`src/rtl/spmb_pkg.sv`:
```
package spmb_pkg;
    // data width of every mailbox register
    localparam int DW = 8;
    // master-side register addresses
    localparam logic [1:0] MA_CMD = 2'h0;
    localparam logic [1:0] MA_AUX = 2'h1;
    localparam logic [1:0] MA_DAT2 = 2'h2;
    localparam logic [1:0] MA_STAT = 2'h3;
    // slave-side register addresses
    localparam logic [2:0] SA_STAT = 3'h3;
    localparam logic [2:0] SA_CTRL = 3'h4;
    // number of data registers per direction
    localparam int NDATA = 3;
    // status layout: master-written full flags low, slave-written full flags high
    localparam int ST_MW_LSB = 0;
    localparam int ST_SW_LSB = 4;
    // interrupt priority field
    localparam logic [1:0] PRIO_OFF = 2'h0;
    // mode pin codes seen by the slave
    localparam logic [1:0] SMODE_BOOT = 2'h1;
    localparam logic [1:0] SMODE_RUN = 2'h0;
    // slave reset hold time and its cycle count
    localparam int CLK_NS = 10;
    localparam int BOOT_HOLD_NS = 1000;
    localparam int BOOT_HOLD_CYC = (BOOT_HOLD_NS + CLK_NS - 1) / CLK_NS;
    // message buffer depth in the master end
    localparam int FIFO_DEPTH = 16;
    // master sequencer states, gray along the usual path
    typedef enum logic [3:0] {
        SPMB_BOOT = 4'h8,
        SPMB_IDLE = 4'h0,
        SPMB_P_RD = 4'h1,
        SPMB_P_WT = 4'h3,
        SPMB_SEND = 4'h2,
        SPMB_A_ST = 4'h6,
        SPMB_A_SW = 4'h7,
        SPMB_A_AX = 4'h5,
        SPMB_A_AW = 4'h4,
        SPMB_A_CM = 4'hC,
        SPMB_A_CW = 4'hD,
        SPMB_A_CL = 4'hF
    } spmb_state_t;
endpackage : spmb_pkg

```
`src/rtl/spmb_if.sv`:
```
interface spmb_if;
    // master access strobes and data
    logic [1:0] m_addr;
    logic m_wr;
    logic m_rd;
    logic [spmb_pkg::DW-1:0] m_wdata;
    logic [spmb_pkg::DW-1:0] m_rdata;
    // attention line toward the master, active low
    logic master_attention_n;
    // slave reset and mode pins driven by the master
    logic slave_rst_n;
    logic [1:0] smode;

    modport dev (
        input m_addr, m_wr, m_rd, m_wdata, slave_rst_n, smode,
        output m_rdata, master_attention_n
    );
    modport mst (
        output m_addr, m_wr, m_rd, m_wdata, slave_rst_n, smode,
        input m_rdata, master_attention_n
    );
endinterface : spmb_if

```
`src/rtl/spmb_mst.sv`:
```
module spmb_fifo #(
    parameter int W = 8,
    parameter int DEPTH = 16
) (
    // clock and reset
    input wire logic mclk_i,
    input wire logic nrst_i,
    // fill side
    input wire logic [W-1:0] in_data_i,
    input wire logic in_valid_i,
    output logic in_ready_o,
    // drain side
    output logic [W-1:0] out_data_o,
    output logic out_valid_o,
    input wire logic out_ready_i
);
    localparam int PW = $clog2(DEPTH);

    logic [W-1:0] mem_r [DEPTH];
    logic [PW-1:0] wp_r;
    logic [PW-1:0] rp_r;
    logic [PW:0] cnt_r;
    logic push;
    logic pop;

    assign in_ready_o = (cnt_r != (PW+1)'(DEPTH));
    assign out_valid_o = (cnt_r != '0);
    assign push = in_valid_i && in_ready_o;
    assign pop = out_valid_o && out_ready_i;
    assign out_data_o = mem_r[rp_r];

    // storage; no reset needed, guarded by the count
    always_ff @(posedge mclk_i) begin
        if (push) begin
            mem_r[wp_r] <= in_data_i;
        end
    end

    // pointers wrap at DEPTH, which must be a power of two
    always_ff @(posedge mclk_i or negedge nrst_i) begin
        if (!nrst_i) begin
            wp_r <= '0;
            rp_r <= '0;
            cnt_r <= '0;
        end else begin
            wp_r <= push ? wp_r + 1'b1 : wp_r;
            rp_r <= pop ? rp_r + 1'b1 : rp_r;
            cnt_r <= cnt_r + (PW+1)'(push) - (PW+1)'(pop);
        end
    end
endmodule : spmb_fifo

module spmb_mst #(
    parameter int HOLD_CYC = spmb_pkg::BOOT_HOLD_CYC
) (
    // clock and reset
    input wire logic mclk_i,
    input wire logic nrst_i,
    // link to the device
    spmb_if.mst bus,
    // outgoing message bytes
    input wire logic [spmb_pkg::DW-1:0] tx_data_i,
    input wire logic tx_valid_i,
    output logic tx_ready_o,
    // received slave command and data
    output logic [spmb_pkg::DW-1:0] rx_cmd_o,
    output logic [spmb_pkg::DW-1:0] rx_aux_o,
    output logic rx_valid_o,
    // slave released from reset
    output logic boot_done_o
);
    spmb_pkg::spmb_state_t st_r;
    logic [spmb_pkg::DW-1:0] q_data;
    logic q_valid;
    logic q_pop;
    logic [15:0] hold_r;
    logic [spmb_pkg::DW-1:0] cmd_r;
    logic [spmb_pkg::DW-1:0] aux_r;
    logic rxv_r;

    // buffering decouples the user from the byte-wise handshake
    spmb_fifo #(.W(spmb_pkg::DW), .DEPTH(spmb_pkg::FIFO_DEPTH)) u_fifo (
        .mclk_i(mclk_i),
        .nrst_i(nrst_i),
        .in_data_i(tx_data_i),
        .in_valid_i(tx_valid_i),
        .in_ready_o(tx_ready_o),
        .out_data_o(q_data),
        .out_valid_o(q_valid),
        .out_ready_i(q_pop)
    );

    // boot hold: slave kept in reset with the boot mode code
    always_ff @(posedge mclk_i or negedge nrst_i) begin
        if (!nrst_i) begin
            hold_r <= '0;
        end else if (st_r == spmb_pkg::SPMB_BOOT) begin
            hold_r <= hold_r + 16'h0001;
        end
    end

    // sequencer; attention is served before the next outgoing byte
    always_ff @(posedge mclk_i or negedge nrst_i) begin
        if (!nrst_i) begin
            st_r <= spmb_pkg::SPMB_BOOT;
        end else begin
            unique case (st_r)
                spmb_pkg::SPMB_BOOT:
                    if (hold_r >= 16'(HOLD_CYC - 1)) st_r <= spmb_pkg::SPMB_IDLE;
                spmb_pkg::SPMB_IDLE:
                    if (!bus.master_attention_n) st_r <= spmb_pkg::SPMB_A_ST;
                    else if (q_valid) st_r <= spmb_pkg::SPMB_P_RD;
                spmb_pkg::SPMB_P_RD: st_r <= spmb_pkg::SPMB_P_WT;
                spmb_pkg::SPMB_P_WT:
                    // wait for the command register to drain
                    if (!bus.m_rdata[spmb_pkg::ST_MW_LSB]) st_r <= spmb_pkg::SPMB_SEND;
                    else st_r <= spmb_pkg::SPMB_IDLE;
                spmb_pkg::SPMB_SEND: st_r <= spmb_pkg::SPMB_IDLE;
                spmb_pkg::SPMB_A_ST: st_r <= spmb_pkg::SPMB_A_SW;
                spmb_pkg::SPMB_A_SW:
                    if (bus.m_rdata[spmb_pkg::ST_SW_LSB]) st_r <= spmb_pkg::SPMB_A_AX;
                    else st_r <= spmb_pkg::SPMB_A_CL;
                spmb_pkg::SPMB_A_AX: st_r <= spmb_pkg::SPMB_A_AW;
                spmb_pkg::SPMB_A_AW: st_r <= spmb_pkg::SPMB_A_CM;
                spmb_pkg::SPMB_A_CM: st_r <= spmb_pkg::SPMB_A_CW;
                spmb_pkg::SPMB_A_CW: st_r <= spmb_pkg::SPMB_A_CL;
                spmb_pkg::SPMB_A_CL: st_r <= spmb_pkg::SPMB_IDLE;
                default: st_r <= spmb_pkg::SPMB_IDLE;
            endcase
        end
    end

    // capture of the slave's data byte and command byte
    always_ff @(posedge mclk_i or negedge nrst_i) begin
        if (!nrst_i) begin
            aux_r <= 8'h00;
            cmd_r <= 8'h00;
            rxv_r <= 1'b0;
        end else begin
            rxv_r <= (st_r == spmb_pkg::SPMB_A_CW);
            if (st_r == spmb_pkg::SPMB_A_AW) aux_r <= bus.m_rdata;
            if (st_r == spmb_pkg::SPMB_A_CW) cmd_r <= bus.m_rdata;
        end
    end

    // bus strobes decoded from state; status peek does not consume
    always_comb begin
        bus.m_rd = 1'b0;
        bus.m_wr = 1'b0;
        bus.m_addr = spmb_pkg::MA_STAT;
        bus.m_wdata = 8'h00;
        q_pop = 1'b0;
        unique case (st_r)
            spmb_pkg::SPMB_P_RD, spmb_pkg::SPMB_A_ST: bus.m_rd = 1'b1;
            spmb_pkg::SPMB_SEND: begin
                bus.m_wr = 1'b1;
                bus.m_addr = spmb_pkg::MA_CMD;
                bus.m_wdata = q_data;
                q_pop = 1'b1;
            end
            spmb_pkg::SPMB_A_AX: begin
                bus.m_rd = 1'b1;
                bus.m_addr = spmb_pkg::MA_AUX;
            end
            spmb_pkg::SPMB_A_CM: begin
                bus.m_rd = 1'b1;
                bus.m_addr = spmb_pkg::MA_CMD;
            end
            spmb_pkg::SPMB_A_CL: bus.m_wr = 1'b1;
            default: ;
        endcase
    end

    assign bus.slave_rst_n = (st_r != spmb_pkg::SPMB_BOOT);
    assign bus.smode = (st_r == spmb_pkg::SPMB_BOOT) ? spmb_pkg::SMODE_BOOT
                                                     : spmb_pkg::SMODE_RUN;
    assign boot_done_o = (st_r != spmb_pkg::SPMB_BOOT);
    assign rx_cmd_o = cmd_r;
    assign rx_aux_o = aux_r;
    assign rx_valid_o = rxv_r;
endmodule : spmb_mst

```
`src/flat_wrapper.sv`:
```
// flat-port wrapper written by rule: the top's interface ports become plain ports
module spmb_mst_flat 
#(
    parameter int HOLD_CYC = spmb_pkg::BOOT_HOLD_CYC
)
  (mclk_i, nrst_i, tx_data_i, tx_valid_i, tx_ready_o, rx_cmd_o, rx_aux_o, rx_valid_o, boot_done_o, bus_m_addr, bus_m_wr, bus_m_rd, bus_m_wdata, bus_slave_rst_n, bus_smode, bus_m_rdata, bus_master_attention_n);
  spmb_if bus_i ();
  input wire logic mclk_i;
  input wire logic nrst_i;
  input wire logic [spmb_pkg::DW-1:0] tx_data_i;
  input wire logic tx_valid_i;
  output logic tx_ready_o;
  output logic [spmb_pkg::DW-1:0] rx_cmd_o;
  output logic [spmb_pkg::DW-1:0] rx_aux_o;
  output logic rx_valid_o;
  output logic boot_done_o;
  output wire logic [$bits(bus_i.m_addr)-1:0] bus_m_addr;
  output wire logic [$bits(bus_i.m_wr)-1:0] bus_m_wr;
  output wire logic [$bits(bus_i.m_rd)-1:0] bus_m_rd;
  output wire logic [$bits(bus_i.m_wdata)-1:0] bus_m_wdata;
  output wire logic [$bits(bus_i.slave_rst_n)-1:0] bus_slave_rst_n;
  output wire logic [$bits(bus_i.smode)-1:0] bus_smode;
  input wire logic [$bits(bus_i.m_rdata)-1:0] bus_m_rdata;
  input wire logic [$bits(bus_i.master_attention_n)-1:0] bus_master_attention_n;
  assign bus_m_addr = bus_i.m_addr;
  assign bus_m_wr = bus_i.m_wr;
  assign bus_m_rd = bus_i.m_rd;
  assign bus_m_wdata = bus_i.m_wdata;
  assign bus_slave_rst_n = bus_i.slave_rst_n;
  assign bus_smode = bus_i.smode;
  assign bus_i.m_rdata = bus_m_rdata;
  assign bus_i.master_attention_n = bus_master_attention_n;
  spmb_mst #(.HOLD_CYC(HOLD_CYC)) u_core (.mclk_i(mclk_i), .nrst_i(nrst_i), .bus(bus_i), .tx_data_i(tx_data_i), .tx_valid_i(tx_valid_i), .tx_ready_o(tx_ready_o), .rx_cmd_o(rx_cmd_o), .rx_aux_o(rx_aux_o), .rx_valid_o(rx_valid_o), .boot_done_o(boot_done_o));
endmodule
```
`config.mk`:
```
export PLATFORM = sky130hd
export DESIGN_NAME = spmb_mst_flat
export DESIGN_NICKNAME = d
export VERILOG_FILES = /design/src/rtl/spmb_pkg.sv /design/src/rtl/spmb_if.sv /design/src/rtl/spmb_mst.sv /design/src/flat_wrapper.sv
export SDC_FILE = /design/constraint.sdc
export NUM_CORES = 1
export LEC_CHECK = 0
export BUFFER_PORTS_ARGS = -buffer_cell sky130_fd_sc_hd__buf_2
export CAP_MARGIN = 30
export CELL_PAD_IN_SITES_DETAIL_PLACEMENT = 0
export CELL_PAD_IN_SITES_GLOBAL_PLACEMENT = 1
export CORE_ASPECT_RATIO = 1.1
export CORE_MARGIN = 1.5
export CORE_UTILIZATION = 46
export CTS_CLUSTER_SIZE = 24
export DETAILED_ROUTE_END_ITERATION = 8
export GPL_TIMING_DRIVEN = 1
export PLACE_DENSITY = 0.81
export SKIP_LAST_GASP = 1
export SLEW_MARGIN = 20
export SYNTH_ARGS = -nofsm -noshare
export SYNTH_HDL_FRONTEND = slang
export SYNTH_SLANG_ARGS = --single-unit
```
`constraint.sdc`:
```
create_clock -name mclk_i -period 2.2 [get_ports mclk_i]
set_input_delay 0.22 -clock mclk_i [delete_from_list [all_inputs] [get_ports mclk_i]]
set_output_delay 0.22 -clock mclk_i [all_outputs]
set_load 0.05 [all_outputs]
```
# ---- Yosys cells after proc, flatten, opt, wreduce, memory -nomap -nowiden
# Memory sizes are Yosys's and may differ from the RTL's.
# Cells that the tools add are included.
dict set report op_classes {
  magnitude_cmp 1
  eq_ne 15
  div 0
  n_bitwise 0
  n_mux 14
  reduce_logical 8
  shifts 0
  multipliers 0
  n_addsub 5
}
# op count
set op_table {}
lappend op_table {{$pmux 4 s10} 1}
lappend op_table {{$add 16x1->16 const B} 1}
lappend op_table {{$eq 4x3->1 const B} 4}
lappend op_table {{$eq 4x4->1 const B} 4}
lappend op_table {{$ge 16x7->1 const B} 1}
lappend op_table {{$mux 4} 4}
lappend op_table {{$add 4x1->4 const B} 2}
lappend op_table {{$eq 4x2->1 const B} 2}
lappend op_table {{$mux 8} 1}
lappend op_table {{$mux 1} 6}
lappend op_table {{$add 5x1->5} 1}
lappend op_table {{$ne 5x5->1 const B} 1}
lappend op_table {{$reduce_bool 5->1} 1}
lappend op_table {{$sub 5x1->5} 1}
lappend op_table {{$eq 4x1->1 const B} 1}
lappend op_table {{$logic_not 4->1} 1}
lappend op_table {{$ne 4x4->1 const B} 1}
lappend op_table {{$pmux 2 s2} 1}
lappend op_table {{$reduce_or 2->1} 2}
lappend op_table {{$reduce_or 4->1} 1}
lappend op_table {{$ne 3x3->1 const B} 1}
lappend op_table {{$logic_and 1x1->1} 2}
lappend op_table {{$mux 2} 1}
lappend op_table {{$ne 2x1->1 const B} 1}
lappend op_table {{$reduce_and 2->1} 1}
dict set report totals {
  latch_bits 0
  ram_bits 128
  reg_bits 50
  romBits 0
  word_cells 52
  n_memories 1
  inputBits 20
}
# memory depth word_bits read_ports rd_ports_with_merged_regs write_ports line
set mem_list {}
lappend mem_list {u_core.u_fifo.mem_r 16 8 1 0 1 spmb_mst.sv:19} ;# logic [W-1:0] mem_r [DEPTH];

# ---- Longest topological paths before layout
dict set report logic_depth {
  ltp_word 4
  depth_mapped 14
  depth_no_buf 13
}

# ---- Modules after synthesis
# From an unflattened synthesis, not the netlist that was laid out.
dict set report hier_totals {
  hier_cells 473
  hier_area_um2 7524.7
}
# mod seq_area_each_um2 cells_per_inst instances area_each_um2
set by_module_without_submodules {}
lappend by_module_without_submodules {spmb_fifo 4169.0 321 1 5748.0}
lappend by_module_without_submodules {spmb_mst 927.1 152 1 1776.7}

# ---- Worst setup path after synthesis
# No wires, ideal clock.
dict set report synth_timing {
  path_kind {reg-to-reg}
  start {reg u_core.u_fifo.cnt_r[3]}
  end {reg u_core.u_fifo.cnt_r[4]}
  stages_incl_launch_ff 15
  setup_ns 0.123
  synth_period_minus_slack_ns 2.933
  setup_slack_ns -0.733
  t_required_ns 2.077
  path_buffers 1
  t_arrival_ns 2.810
  cell_sequence {dfrtp_1 > inv_1 > ha_1 > nand4bb_1 > and2_1 > clkbuf_1 > inv_1 > ha_1 > inv_1 > ha_1 > fa_1 > a21oi_1 > nor2_1 > nor2_1 > xnor2_1}
}
dict set report synth_between {
  elab_chain_len 4
  elab_cells_between_ends 6
  cone_classes {2 x add/sub; 1 x eq/ne; 3 x reduce/logical}
}
# item line
set synth_rtl {}
lappend synth_rtl {{start: declaration} spmb_mst.sv:22} ;# logic [PW:0] cnt_r;
lappend synth_rtl {{start signal: assignment} spmb_mst.sv:48} ;# cnt_r <= cnt_r + (PW+1)'(push) - (PW+1)'(pop);
lappend synth_rtl {{$ne 5x5->1} spmb_mst.sv:26} ;# assign in_ready_o = (cnt_r != (PW+1)'(DEPTH));
lappend synth_rtl {{named net tx_ready_o} flat_wrapper.sv:12} ;# output logic tx_ready_o;
lappend synth_rtl {{$logic_and 1x1->1} spmb_mst.sv:28} ;# assign push = in_valid_i && in_ready_o;
lappend synth_rtl {{$add 5x1->5} spmb_mst.sv:48}
lappend synth_rtl {{$sub 5x1->5} spmb_mst.sv:48}
# The timed path passes the listed nets, and every way through them passes these cells.
# A chain may end at the register's enable or synchronous reset.

# ---- Worst setup path in the final report
dict set report layout_timing {
  start {reg u_core.st_r[2]}
  end {out bus_m_wdata[0]}
}
dict set report layout_between {
  elab_chain_len 2
}
# item line
set layout_rtl {}
lappend layout_rtl {{start: declaration} spmb_mst.sv:72} ;# spmb_pkg::spmb_state_t st_r;
lappend layout_rtl {{start signal: assignment} spmb_mst.sv:105} ;# st_r <= spmb_pkg::SPMB_BOOT;
lappend layout_rtl {{start signal: assignment} spmb_mst.sv:109} ;# if (hold_r >= 16'(HOLD_CYC - 1)) st_r <= spmb_pkg::SPMB_IDLE;
lappend layout_rtl {{start signal: assignment} spmb_mst.sv:111} ;# if (!bus.master_attention_n) st_r <= spmb_pkg::SPMB_A_ST;
lappend layout_rtl {{$eq 4x2->1} spmb_mst.sv:153} ;# unique case (st_r)
lappend layout_rtl {{$mux 8} spmb_mst.sv:153}
lappend layout_rtl {{end: declaration} flat_wrapper.sv:20} ;# output wire logic [$bits(bus_i.m_wdata)-1:0] bus_m_wdata;
# No other way between the ends.

==> results.md <==
- The worst hold path depth is 2.
- The finished cells cover 9100 um^2.
- The data required time at the worst endpoint is 1980 ps.
- The setup check on the worst reg-to-reg path leaves a slack of -170 ps.
- The biggest cell delay along the critical path is 530 ps.
- Hold is met by 28.9 ps.
- In the finished design, the share of the clock period the worst path needs comes to 1.14.
- Of the total synthesized cell area, the portion taken by AND, OR, NAND and NOR gates is 0.0725.
- The clock passes through at most 2 buffers.
- Clock tree synthesis inserted a total of 17 buffers.
- The smallest clock period supported by the final layout is computed as 2500 ps.
- The cell count after synthesis came out at 455.
- The total of buffers placed on input and output ports is 52.
- The share of the synthesized area in compound gates (AO/OA/AOI/OAI) came to 0.0378.
- The max-slew violation total from the final report is 0.
- The synthesized design contains 128 enable-type register cells.
- The number of maximum-capacitance violations is 0.
- The tree built by TritonCTS fans out to 178 sinks.
- The flow ran to the end, but the final reports show violations.
- Counting distinct cell types in the post-synthesis netlist gives 48.
- The number of antenna diodes in the final layout is 0.
- The startpoint identified for the worst hold timing path is bus_m_rdata[5].
- The floorplan step set the die height to 136 um.
- By area, the combinational part of the netlist is dominated by multiplexers.
- Entering global routing, the biggest net connects 19 pins.
- The category of the worst setup path launch point is a flop.
- In the synthesized netlist the dominant register cell turns out to be sky130_fd_sc_hd__edfxtp_1.
- The sum of internal, switching and leakage power is 11.9 mW.
- The cell area after placement is 8310 um^2.
- The TritonCTS clock tree is yes.
- The core region is 15700 um^2.
- The first routing iteration left 349 violations.
- The number of design rule violations left after detail routing is 0.
- The signal on the critical path passes through or4b_4 -> buf_6 -> nor2_4 -> a22oi_1 -> o211ai_1 -> buf_4.
- The clock latency at the later pin of the worst-skew pair is 430 ps.
- Counting the fill cells in the layout gives 1209.
- The mean instance size in the synthesized netlist is 16.3 um^2.
- The total length of routed met2 wires is 7.42 mm.
- After synthesis, the share of cell area in mux cells is 0.125.
- Setup repair after global routing could not meet its margin everywhere.
- Dividing the detail-routed wire length by the instance count gives 18.8 um.
- For this design, the slowest cell found on the critical path is sky130_fd_sc_hd__or4b_4.
- The cell type with the highest aggregate area in the netlist is sky130_fd_sc_hd__edfxtp_1.
- The clock arrives with 8.35 ps of skew.
- In the global route stage, overall resource usage came out at 0.186.
- The total area of sequential cells is 5100 um^2.
- The initial cell density of the core is 0.471.
- The leakage power figure is 3.42 nW.
- The total overflow left after global routing is 0.
- The total via count in the routed design is 4214.
- During synthesis, Yosys emitted a total of 0 warnings.
- For the pin with the worst max-slew slack, the measured transition is 691 ps.
- The maximum achievable frequency is 400 MHz.
- Data on the critical path arrives at its endpoint at 2280 ps.
- The most common cell in the synthesized netlist is sky130_fd_sc_hd__edfxtp_1.
- The initial antenna violation count is 0.
- The critical register-to-register path endpoint is u_core.u_fifo.cnt_r[4]$_DFF_PN0_.
- The H-tree generated during clock tree synthesis spans 4 levels.
- The count of nets left with antenna violations once routing finished came out at 0.
- The floorplan die area is 16900 um^2.
- The commonest cells after synthesis are sky130_fd_sc_hd__edfxtp_1, sky130_fd_sc_hd__dfrtp_1, sky130_fd_sc_hd__nand2_1.
- Using the TritonRoute via totals, the vias-per-cell ratio works out to 5.44.
- The fraction of the yosys area taken by sequential cells is 0.687.
- In this run the power density over the cells is 1310 nW/um^2.
- From left edge to right edge, the die measures 124 um.
- Summed over all failing endpoints, the final setup total negative slack is -2500 ps.
- The total half-perimeter wirelength after legalization and detailed placement is 10.0 mm.
- The number of iterations in the first detailed-routing pass is 5.
- The routed metal-1 wire length is 6.18 mm.
- Sorting the synthesized cells by area gives the leading types as sky130_fd_sc_hd__edfxtp_1, sky130_fd_sc_hd__dfrtp_1, sky130_fd_sc_hd__mux4_2, sky130_fd_sc_hd__mux2_2, sky130_fd_sc_hd__xnor2_1.
- The share of async-settable or async-resettable flops after synthesis is 0.281.
- The post-detailed-routing wire length is 14.6 mm.
- The met3 wirelength from detailed routing is 710 um.
- The synthesized area is 7420 um^2.
- The final-stage net count is 595.
- Clock-pin slew was measured on the worst setup and hold paths at 70 ps.
- VDD sags by at most 0.000996 V.
- The congestion estimate from routability-driven global placement came to 0.787.
- Setup violations remaining at the end of the flow were counted as 10.
- STA classifies the critical path endpoint as an output pin.
- The worst setup slack before clock tree synthesis is -175 ps.
- In this run the critical register-to-register path is launched from u_core.st_r[2]$_DFFE_PN0P_.
- Along the worst path, the maximum fanout reaches 7.
- Of the total synthesized cell area, the portion taken by XOR and XNOR cells is 0.0307.
- In the post-route analysis, the smallest setup slack over all paths is -299 ps.
- The multi-input gate area in the final layout is 2300 um^2.
- In this run the clock root is driven by a sky130_fd_sc_hd__clkbuf_16.
- The hold violation count in the final report came to 0.
- The first-pass GRT wire length is 23.1 mm.
- The number of I/O pins is 54.
- The class of the worst hold path is in -> reg.
- The cell row count is 48.
- The start-to-end type of the worst setup path is reg -> out.
- Of the post-synthesis cell area, the dominant cell type holds 0.518.
- Of the total synthesized cell area, the portion taken by full adders, half adders and majority gates is 0.0229.
- Headroom to the max-slew limit came out at 0.537.
- The number of placed instances, taps included, is 735.
- The via count of the first global-routing pass is 4393.
- The checks that failed: setup timing.
- The uppermost layer routed is met4.
- Of the cells placed in the final design, the portion with a size suffix greater than 1 is 0.379.
- The utilization of the core after routing is 0.579.
- The endpoint with the worst hold slack is u_core.rx_cmd_o[5]$_DFFE_PN0P_.
- The area growth from synthesis to layout is 22.8%.
- The post-layout instance count excluding filler cells is 775.
- The synthesis-stage register bit count is 178.
- The logic depth of the worst register-to-register path is 11.
- The synthesized net count is 488.
-- per-layer routing --
metal | GRT usage | up-vias
met2 | 0.296 | 103
met5 | 0 | -
met1 | 0.247 | 2147
met3 | 0.0482 | 19
li1 | - | 1945
met4 | 0.0688 | 0
-- placed cells by master, fill, tap and decap left out, drive strengths merged, types with 16 or more instances in the layout --
cell type	count
edfxtp	128
buf	109
dfrtp	49
nand2	28
mux4	25
xnor2	20
nor2	20
mux2	18
clkbuf	18
inv	18
mux2i	16
-- worst max-delay path: cells and delay by family, from the launching register on --
family | cells | cell delay, ps
AO/OA/AOI/OAI | 2 | 330
AND/OR/NAND/NOR | 2 | 740
buffers and inverters | 2 | 380
flip-flops | 1 | 390
-- power breakdown --
part           internal, mW  switching (mW)  leakage (nW)
Combinational          1.89            2.51          1.36
Sequential             4.19           0.369          1.78
Clock                  1.68            1.28         0.275
Total                  7.77            4.16          3.42
-- cell type report --
type                            instances  share of cell area
Clock inverter                         14              0.0168
Timing Repair Buffer                  110              0.0904
Inverter                               14             0.00605
Sequential cell                       178               0.560
Multi-Input combinational cell        241               0.252
Clock buffer                           18              0.0471
Tap cell                              200              0.0275
-- state kept, by name, indices dropped and copies added, names as in the netlist --
| name | count |
|---|---|
| u_core.u_fifo.cnt_r | 5 |
| u_core.st_r | 4 |
| u_core.rx_valid_o | 1 |
| u_core.u_fifo.rp_r | 4 |
| u_core.u_fifo.mem_r | 128 |
| u_core.hold_r | 16 |
| u_core.u_fifo.wp_r | 4 |
| u_core.rx_aux_o | 8 |
| u_core.rx_cmd_o | 8 |
-- cells by family (layout without fill, tap and decap cells) --
family          Yosys count  after routing
flops                   178            178
simple gates             99             99
mux                      59             59
compound gates           43             43
buf+inv                  36            156
xor+xnor                 26             26
fa+ha+maj                13             13
other cells               1              1
-- worst max path at each step --
stage                                          start                               end  slack (ps)  cells past startpoint
detailed placement  u_core.u_fifo.cnt_r[2]$_DFF_PN0_  u_core.u_fifo.cnt_r[4]$_DFF_PN0_        -180                     13
global route              u_core.st_r[2]$_DFFE_PN0P_                    bus_m_wdata[3]        -370                      6
finish                    u_core.st_r[2]$_DFFE_PN0P_                    bus_m_wdata[0]        -300                      6
CTS                       u_core.st_r[2]$_DFFE_PN0P_                    bus_m_wdata[5]        -300                      6
floorplan           u_core.u_fifo.cnt_r[3]$_DFF_PN0_  u_core.u_fifo.cnt_r[4]$_DFF_PN0_        -250                     14
global placement    u_core.u_fifo.cnt_r[2]$_DFF_PN0_  u_core.u_fifo.cnt_r[4]$_DFF_PN0_        -140                     13
-- repair_timing --
action,4_1_cts,5_1_grt
gates resized for setup,17,10
pin swaps,7,8
gates cloned,1,0
buffers inserted,3,3
hold endpoints to repair,14,0
hold buffers,1,0
endpoints found under the setup margin,13,12
(Power assumes the default switching activity.)
